**config.mk**
```make
export PLATFORM = sky130hd
export DESIGN_NAME = boot_strap_latch
export DESIGN_NICKNAME = d
export VERILOG_FILES = /design/src/strap_pkg.sv /design/src/strap_capture.sv /design/src/boot_strap_latch.sv
export SDC_FILE = /design/constraint.sdc
export NUM_CORES = 1
export LEC_CHECK = 0
export ABC_AREA = 1
export BUFFER_PORTS_ARGS = -buffer_cell sky130_fd_sc_hd__buf_2
export CAP_MARGIN = 20
export CORE_UTILIZATION = 25
export DETAILED_ROUTE_END_ITERATION = 8
export SLEW_MARGIN = 40
export SYNTH_ARGS = -nofsm -noshare
export SYNTH_HDL_FRONTEND = slang
export SYNTH_SLANG_ARGS = --single-unit
```
**constraint.sdc**
```tcl
create_clock -name clock -period 1.01 [get_ports clock]
set_input_delay 0.202 -clock clock [delete_from_list [all_inputs] [get_ports clock]]
set_output_delay 0.202 -clock clock [all_outputs]
set_load 0.03 [all_outputs]
```
**src/strap_pkg.sv**
```systemverilog
// Package with strap bit positions, default pull levels and encodings
package strap_pkg;
  // ****************************************
  // Strap bit positions
  // ****************************************
  localparam int STRAP_W = 5;
  localparam int LDO_BIT = 0;
  localparam int BOOT_BIT = 1;
  localparam int DLQ_BIT = 2;
  localparam int LOG_BIT = 3;
  localparam int EDGE_BIT = 4;
  // Weak pull level applied during reset, one bit per strap
  localparam logic [4:0] PULL_DEFAULT = 5'h1A;
  // ****************************************
  // Encodings
  // ****************************************
  localparam logic LDO_3V3 = 1'b0;
  localparam logic LDO_1V8 = 1'b1;
  localparam logic EDGE_FALL = 1'b0;
  localparam logic EDGE_RISE = 1'b1;
  typedef enum logic [1:0] {
    BOOT_SPI = 2'b00,
    BOOT_DOWNLOAD = 2'b01,
    BOOT_UNDEFINED = 2'b10
  } boot_mode_t;
endpackage

```
**src/strap_capture.sv**
```systemverilog
// Strap capture latch: reloads from the pins each clock in reset, frozen after release
`timescale 1ns/1ps
module strap_capture
  import strap_pkg::*;
(
  // Clock and reset
  input wire logic clock,
  input wire logic srst,
  // Pins
  input wire logic [STRAP_W-1:0] pin_in,
  // Captured value
  output logic [STRAP_W-1:0] bits
);
  typedef struct packed {
    logic [STRAP_W-1:0] bits;
  } cap_state_t;

  cap_state_t state_r;
  cap_state_t state_nxt;

  always_comb begin
    state_nxt = state_r;
    // Capture only while reset is held; the last reset cycle wins
    if (srst) begin
      state_nxt.bits = pin_in;
    end
  end

  always_ff @(posedge clock) begin
    state_r <= state_nxt;
  end

  assign bits = state_r.bits;

  a_bits_frozen: assert property (@(posedge clock)
    !srst && !$past(srst) |-> bits == $past(bits))
    else $error("Strap bits changed outside reset");
endmodule

```
**src/boot_strap_latch.sv**
```systemverilog
// Strap latch top: pulls, capture, decoded boot settings, overrides
// Operation
// - Latch five strap pins during any reset
// - Latched strap bits readable by software
// - Weak default pulls on straps during reset
// - Pins revert to normal after reset release
// - Regulator voltage from ldo strap bit
// - Boot source from boot and qualifier straps
// - Boot log on uart0 transmit when enabled
// - SDIO input/output edges from two straps
// - Firmware may override voltage and timing
`timescale 1ns/1ps
module boot_strap_latch
  import strap_pkg::*;
(
  // Clock and reset
  input wire logic clock,
  input wire logic srst,
  // Strap pins: level in, pull level, pull enable
  input wire logic [4:0] strap_pin_in,
  output logic [4:0] strap_pull_level,
  output logic [4:0] strap_pull_en,
  // Normal pin function ownership
  output logic pins_normal,
  // Software readback
  output logic [4:0] strap_value,
  // Firmware overrides
  input wire logic ldo_override_en,
  input wire logic ldo_override_val,
  input wire logic sdio_override_en,
  input wire logic sdio_in_edge_override,
  input wire logic sdio_out_edge_override,
  // Boot log request from boot code
  input wire logic boot_log_data,
  input wire logic boot_done,
  // Decoded settings
  output logic ldo_1v8_sel,
  output boot_mode_t boot_mode,
  output logic uart0_transmit_pin,
  output logic sdio_in_rising,
  output logic sdio_out_rising
);
  // ****************************************
  // Capture
  // ****************************************
  logic [4:0] latched;

  strap_capture u_cap (
    .clock(clock),
    .srst(srst),
    .pin_in(strap_pin_in),
    .bits(latched)
  );

  function automatic boot_mode_t decode_boot(input logic [4:0] s);
    if (s[BOOT_BIT]) begin
      return BOOT_SPI;
    end else if (!s[DLQ_BIT]) begin
      return BOOT_DOWNLOAD;
    end else begin
      return BOOT_UNDEFINED;
    end
  endfunction

  // ****************************************
  // State
  // ****************************************
  typedef struct packed {
    logic [4:0] pull_level;
    logic [4:0] pull_en;
    logic normal;
    logic [4:0] value;
    logic ldo;
    boot_mode_t mode;
    logic txd;
    logic in_rise;
    logic out_rise;
  } top_state_t;

  top_state_t state_r;
  top_state_t state_nxt;

  always_comb begin
    state_nxt = state_r;
    state_nxt.pull_level = PULL_DEFAULT;
    // Pulls only during reset so the pins are free afterwards
    state_nxt.pull_en = srst ? 5'h1F : 5'h00;
    state_nxt.normal = !srst;
    state_nxt.value = latched;
    // The board must keep this strap low; the flash needs 3.3V
    state_nxt.ldo = ldo_override_en ? ldo_override_val : latched[LDO_BIT];
    state_nxt.mode = decode_boot(latched);
    // Line idles high when silent
    if (srst) begin
      state_nxt.txd = 1'b1;
    end else if (!boot_done && latched[LOG_BIT]) begin
      state_nxt.txd = boot_log_data;
    end else begin
      state_nxt.txd = 1'b1;
    end
    state_nxt.in_rise = sdio_override_en ? sdio_in_edge_override : latched[LOG_BIT];
    state_nxt.out_rise = sdio_override_en ? sdio_out_edge_override : latched[EDGE_BIT];
  end

  always_ff @(posedge clock) begin
    state_r <= state_nxt;
  end

  assign strap_pull_level = state_r.pull_level;
  assign strap_pull_en = state_r.pull_en;
  assign pins_normal = state_r.normal;
  assign strap_value = state_r.value;
  assign ldo_1v8_sel = state_r.ldo;
  assign boot_mode = state_r.mode;
  assign uart0_transmit_pin = state_r.txd;
  assign sdio_in_rising = state_r.in_rise;
  assign sdio_out_rising = state_r.out_rise;

  // ****************************************
  // Checks
  // ****************************************
  a_value_stable: assert property (@(posedge clock)
    !srst [*3] |-> $stable(strap_value))
    else $error("Strap value moved after reset");
  a_value_readback: assert property (@(posedge clock)
    !srst |=> strap_value == $past(latched))
    else $error("Readback differs from latch");
  a_pull_reset: assert property (@(posedge clock)
    srst |=> strap_pull_en == 5'h1F && strap_pull_level == PULL_DEFAULT)
    else $error("Pulls not applied in reset");
  a_pins_release: assert property (@(posedge clock)
    !srst |=> pins_normal && strap_pull_en == 5'h00)
    else $error("Pins not released after reset");
  a_ldo_select: assert property (@(posedge clock)
    !ldo_override_en |=> ldo_1v8_sel == $past(latched[LDO_BIT]))
    else $error("Regulator select mismatch");
  a_boot_spi: assert property (@(posedge clock)
    latched[BOOT_BIT] |=> boot_mode == BOOT_SPI)
    else $error("Boot source not flash");
  a_boot_dl: assert property (@(posedge clock)
    !latched[BOOT_BIT] && !latched[DLQ_BIT] |=> boot_mode == BOOT_DOWNLOAD)
    else $error("Boot source not download");
  a_log_silent: assert property (@(posedge clock)
    !latched[LOG_BIT] |=> uart0_transmit_pin)
    else $error("Transmit pin not silent");
  a_sdio_edges: assert property (@(posedge clock)
    !sdio_override_en |=> {sdio_in_rising, sdio_out_rising}
      == {$past(latched[LOG_BIT]), $past(latched[EDGE_BIT])})
    else $error("SDIO edges mismatch");
  a_sdio_override: assert property (@(posedge clock)
    sdio_override_en |=> sdio_in_rising == $past(sdio_in_edge_override))
    else $error("SDIO override ignored");

  // ****************************************
  // Checks on latch, pulls and decoded settings
  // ****************************************
  // Latch follows the pins only in reset cycles
  a_latch_follow: assert property (@(posedge clock)
    srst
    |=> latched == $past(strap_pin_in))
    else $error("Latch missed pin level in reset");

  a_latch_hold: assert property (@(posedge clock)
    !srst
    |=> latched == $past(latched))
    else $error("Latch moved outside reset");

  // Two reset cycles are enough for the readback to show the pins
  a_value_reset: assert property (@(posedge clock)
    srst ##1 srst
    |=> strap_value == $past(strap_pin_in, 2))
    else $error("Readback not from sampled pins");

  a_pull_level: assert property (@(posedge clock)
    !srst
    |=> strap_pull_level == PULL_DEFAULT)
    else $error("Pull level not default");

  a_pull_enter: assert property (@(posedge clock)
    $rose(srst)
    |=> strap_pull_en == 5'h1F)
    else $error("Pulls late on reset entry");

  a_pins_reset: assert property (@(posedge clock)
    srst
    |=> !pins_normal)
    else $error("Pins normal during reset");

  a_ldo_3v3: assert property (@(posedge clock)
    !ldo_override_en && !latched[LDO_BIT]
    |=> ldo_1v8_sel == LDO_3V3)
    else $error("Regulator not at 3.3V");

  // Undefined mode kept apart so it never boots by accident
  a_boot_undef: assert property (@(posedge clock)
    !latched[BOOT_BIT] && latched[DLQ_BIT]
    |=> boot_mode == BOOT_UNDEFINED)
    else $error("Boot source not undefined");

  a_log_active: assert property (@(posedge clock)
    !srst && !boot_done && latched[LOG_BIT]
    |=> uart0_transmit_pin == $past(boot_log_data))
    else $error("Boot log not on transmit pin");

  a_log_done: assert property (@(posedge clock)
    boot_done
    |=> uart0_transmit_pin)
    else $error("Transmit pin busy after boot");

  a_txd_reset: assert property (@(posedge clock)
    srst
    |=> uart0_transmit_pin)
    else $error("Transmit pin busy in reset");

  a_sdio_in_fall: assert property (@(posedge clock)
    !sdio_override_en && !latched[LOG_BIT]
    |=> sdio_in_rising == EDGE_FALL)
    else $error("SDIO input edge not falling");

  a_sdio_out_rise: assert property (@(posedge clock)
    !sdio_override_en && latched[EDGE_BIT]
    |=> sdio_out_rising == EDGE_RISE)
    else $error("SDIO output edge not rising");

  a_ldo_override: assert property (@(posedge clock)
    ldo_override_en
    |=> ldo_1v8_sel == $past(ldo_override_val))
    else $error("Regulator override ignored");

  a_sdio_out_ovr: assert property (@(posedge clock)
    sdio_override_en
    |=> sdio_out_rising == $past(sdio_out_edge_override))
    else $error("SDIO output override ignored");
endmodule

```
* After elaboration in Yosys (flattened, before gate mapping) *
Cells that the tools add are included.

word-level totals
  register bits = 22
  input bits = 14
  output and inout port bits = 22
  logic and storage cells = 19

cells by class
  mux-type cells = 5
  bitwise gates (word level) = 1
  reductions and logical operators = 4

operators by type and width
  cell                number
  5-bit two-way mux   1
  1-bit two-way mux   3
  1-bit logical NOT   2
  2-bit two-way mux   1
  2-bit OR reduction  1
  1-bit logical AND   1
  1-bit NOT           1

* Logic depth before layout (Yosys ltp) *
  depth in word-level cells = 4
  gate-level depth with buffers = 3
  mapped depth without buffers = 3

* By module *
A second synthesis with hierarchy kept.

second synthesis, totals
  cell total of the unflattened synthesis = 48
  area total of the unflattened synthesis = 556.8 um^2

by module, submodules not included
  module            times used  cells an instance  area each (um^2)  seq. area each (um^2)
  boot_strap_latch  1           43                 406.6             260.2
  strap_capture     1           5                  150.1             150.1

* Least setup slack after synthesis *
Ideal clock, no wire load.

  path kind = reg-to-output
  from = register, netlist name strap_pull_en[3]
  to = output strap_pull_en[1]
  data arrival time = 759 ps
  data required time = 808 ps
  slack = 49 ps
  stages on the path, launching flop included = 2
  path buffers = 1
  path through = dfxtp_1 > buf_4

RTL lines
  element           line                    RTL
  end: declaration  boot_strap_latch.sv:22  output logic [4:0] strap_pull_en,

* Worst setup path in the final report *
  from = register state_r (netlist bit strap_pull_en[3])
  to = output strap_pull_en[3]

RTL lines
  element                   line                     RTL
  start: declaration        boot_strap_latch.sv:80   top_state_t state_r;
  start signal: assignment  boot_strap_latch.sv:106  state_r <= state_nxt;

No word-level cell between the ends.

==> metrics.md <==
| Metric | Value |
|---|---|
| VDD IR max | `between 600 and 700 uV` |
| Post-Syn Area | `between 500 and 600 sq um` |
| Top cells by count, synth | `13 x dfxtp_1, 10 x nand2_1, 9 x buf_4` |
| Number of synthesized flops with an enable pin | `5` |
| Core box area | `2020 sq um` |
| Max Used Layer | `met4` |
| Total power | `between 1 and 1.5 mW` |
| Vias post-DR | `between 300 and 400` |
| Worst hold-check path type | `input pin to register` |
| Drt pass-1 iters | `2` |
| DP Worst Slack | `between 200 and 300 ps` |
| Ports | `36` |
| Wire length per cell | `approximately 7.7 um` |
| Die X | `49.2 um` |
| Yosys top cell area share | `roughly 47%` |
| Cts hold-fix bufs | `0` |
| RSZ-0062 raised after global routing | `true` |
| Pins Over Slew Limit | `0` |
| Total gr overflow | `0` |
| Post-Layout Cell Count | `103` |
| Top FF cell, synth | `dfxtp_1` |
| Vias in the first global route | `312` |
| Critical path buffers and inverters | `1` |
| Hold Vio Cnt, Final | `0` |
| DRC | `0` |
| Critical path depth | `1` |
| Die Y-Extent | `a little under 50 um` |
| Failing checks | `negative setup slack` |
| Asr flop ratio synth | `0%` |
| WS Path Type | `register to output pin` |
| Total CTS buffers | `3` |
| Part of the Yosys area used for sequential elements | `73.7%` |
| HPWL after detailed placement | `approximately 600 um` |
| Crit path arrival time | `820 ps` |
| First-pass GRT wire length | `around 1200 um` |
| Worst r2r path cells | `3` |
| Cell chain of the critical path | `buf_6` |
| Fmax | `between 0.9 and 1 GHz` |
| Top area cells in the synthesized netlist | `dfxtp_1 47%, edfxtp_1 27%, buf_4 12%` |
| Worst-path clk slew | `approximately 100 ps` |
| Clk sink count | `18` |
| Final Critical Period | `roughly 1000 ps` |
| Met3 WL | `76 um` |
| Critical Path Start Type | `register` |
| Cells after synthesis | `48` |
| Cell Pwr Density | `~1900 nW/um^2` |
| GPL Wtd Cong | `between 0.6 and 0.7` |
| Via density | `approximately 3.5` |
| Antenna diodes | `0` |
| Outcome | `finished, violations left` |
| CP Max Fanout | `5` |
| Clk root buf | `clkbuf_4` |
| Crit-path leading delay family | `flip-flops` |
| Yosys reg bits | `18` |
| Clock skew | `1.60 ps` |
| Routed Antenna Nets | `0` |
| Total wire length | `790 um` |
| Critical-path top delay cell | `dfxtp_4` |
| Final core utilization | `roughly two fifths` |
| MaxCap Viol Count | `0` |
| Final hold slack | `approximately 89 ps` |
| Clk_lat worst skew | `around 280 ps` |
| Yosys cell types | `7` |
| P_leak | `about 0.4 nW` |
| Crit share post-route | `101%` |
| Initial antenna violation count | `0` |
| Final setup TNS | `-34.1 ps` |
| Initial Utilization | `27.5%` |
| Crit path required time | `roughly 800 ps` |
| Largest net degree at the start of global routing | `11` |
| Final instance area | `786 sq um` |
| CP Capture Type | `output pin` |
| I/O Buffers | `30` |
| Area leader, netlist | `dfxtp_1` |
| Dominant cell by count in the synthesized netlist | `dfxtp_1` |
| Hold path depth | `3` |
| Syn-to-layout area delta | `41.1%` |
| Final #Nets | `91` |
| Post-route met1 wirelength | `between 200 and 300 um` |
| Clock Path Buffers | `2` |
| FF-to-FF setup slack | `360 ps` |
| Row cnt | `16` |
| Synth warn | `0` |
| CP max stage delay | `400 ps` |
| CTS tree | `done` |
| Met2 routed WL | `between 400 and 500 um` |
| Placed cells | `around 100` |
| CTS H-tree depth | `1` |
| GR Util All Layers | `just over 7%` |
| Worst Setup Slack, final | `-8.44 ps` |
| Die area | `2420 sq um` |
| Share of cells above drive strength 1 | `a little under half` |
| Final setup fails | `5` |
| Drt first-iter violations | `5` |
| DP Area | `roughly 700 sq um` |
| Syn_area_per_cell | `roughly 12 sq um` |
logic make-up (layout without fill, tap and decap cells):
group,after synthesis,after routing,share of synthesized area [%]
and+or+nand+nor,14,14,9.44
buffers and inverters,14,39,15.5
other,2,5,1.35
DFF,18,18,73.7
area by class of cell:
type / count / area [sq um]
Inverter: 5 / 18.8
Timing Repair Buffer: 30 / 211
Fill cell: 208 / 1240
Sequential cell: 18 / 414
Multi-Input combinational cell: 19 / 71.3
Tap cell: 27 / 33.8
Clock buffer: 4 / 36.3
per-layer routing:
metal / vias to the layer above / GRT usage, %
li1: 184 / -
met1: 157 / 4.27
met2: 17 / 14.2
met3: 2 / 2.18
met4: 0 / 8.82
met5: - / 0
worst paths after layout:
check | end | startpoint
worst max-delay path | strap_pull_en[3] | strap_pull_en[3]
worst max register to register | uart0_transmit_pin | u_cap.bits[3]
worst min register to register | strap_value[0] | u_cap.bits[0]
worst min-delay path | uart0_transmit_pin | boot_done
report_power, final:
group / total (mW) / switching, mW / internal [mW]
Sequential: 0.818 / 0.0215 / 0.797
Combinational: 0.245 / 0.157 / 0.0883
Clock: 0.423 / 0.204 / 0.219
Total: 1.49 / 0.382 / 1.10
layout by cell type (no fill, tap or decap):
master	count
buf_2	13
dfxtp_1	12
nand2_1	10
buf_4	9
clkbuf_4	6
inv_1	5
conb_1	5
buf_6	5
edfxtp_1	5
nor2_1	4
clkbuf_8	1
dfxtp_4	1
sequential cells by signal, indices dropped and copies added, names as in the netlist:
| register | cells |
|---|---|
| strap_value | 5 |
| u_cap.bits | 5 |
| boot_mode | 2 |
| ldo_1v8_sel | 1 |
| pins_normal | 1 |
| sdio_in_rising | 1 |
| sdio_out_rising | 1 |
| strap_pull_en | 1 |
| uart0_transmit_pin | 1 |
what timing repair did:
item                                    in CTS  in global routing
endpoints found under the setup margin       5                 17
setup buffers                                0                  0
resized for setup                           12                 21
Note: power is estimated with default switching activity, not from simulation.
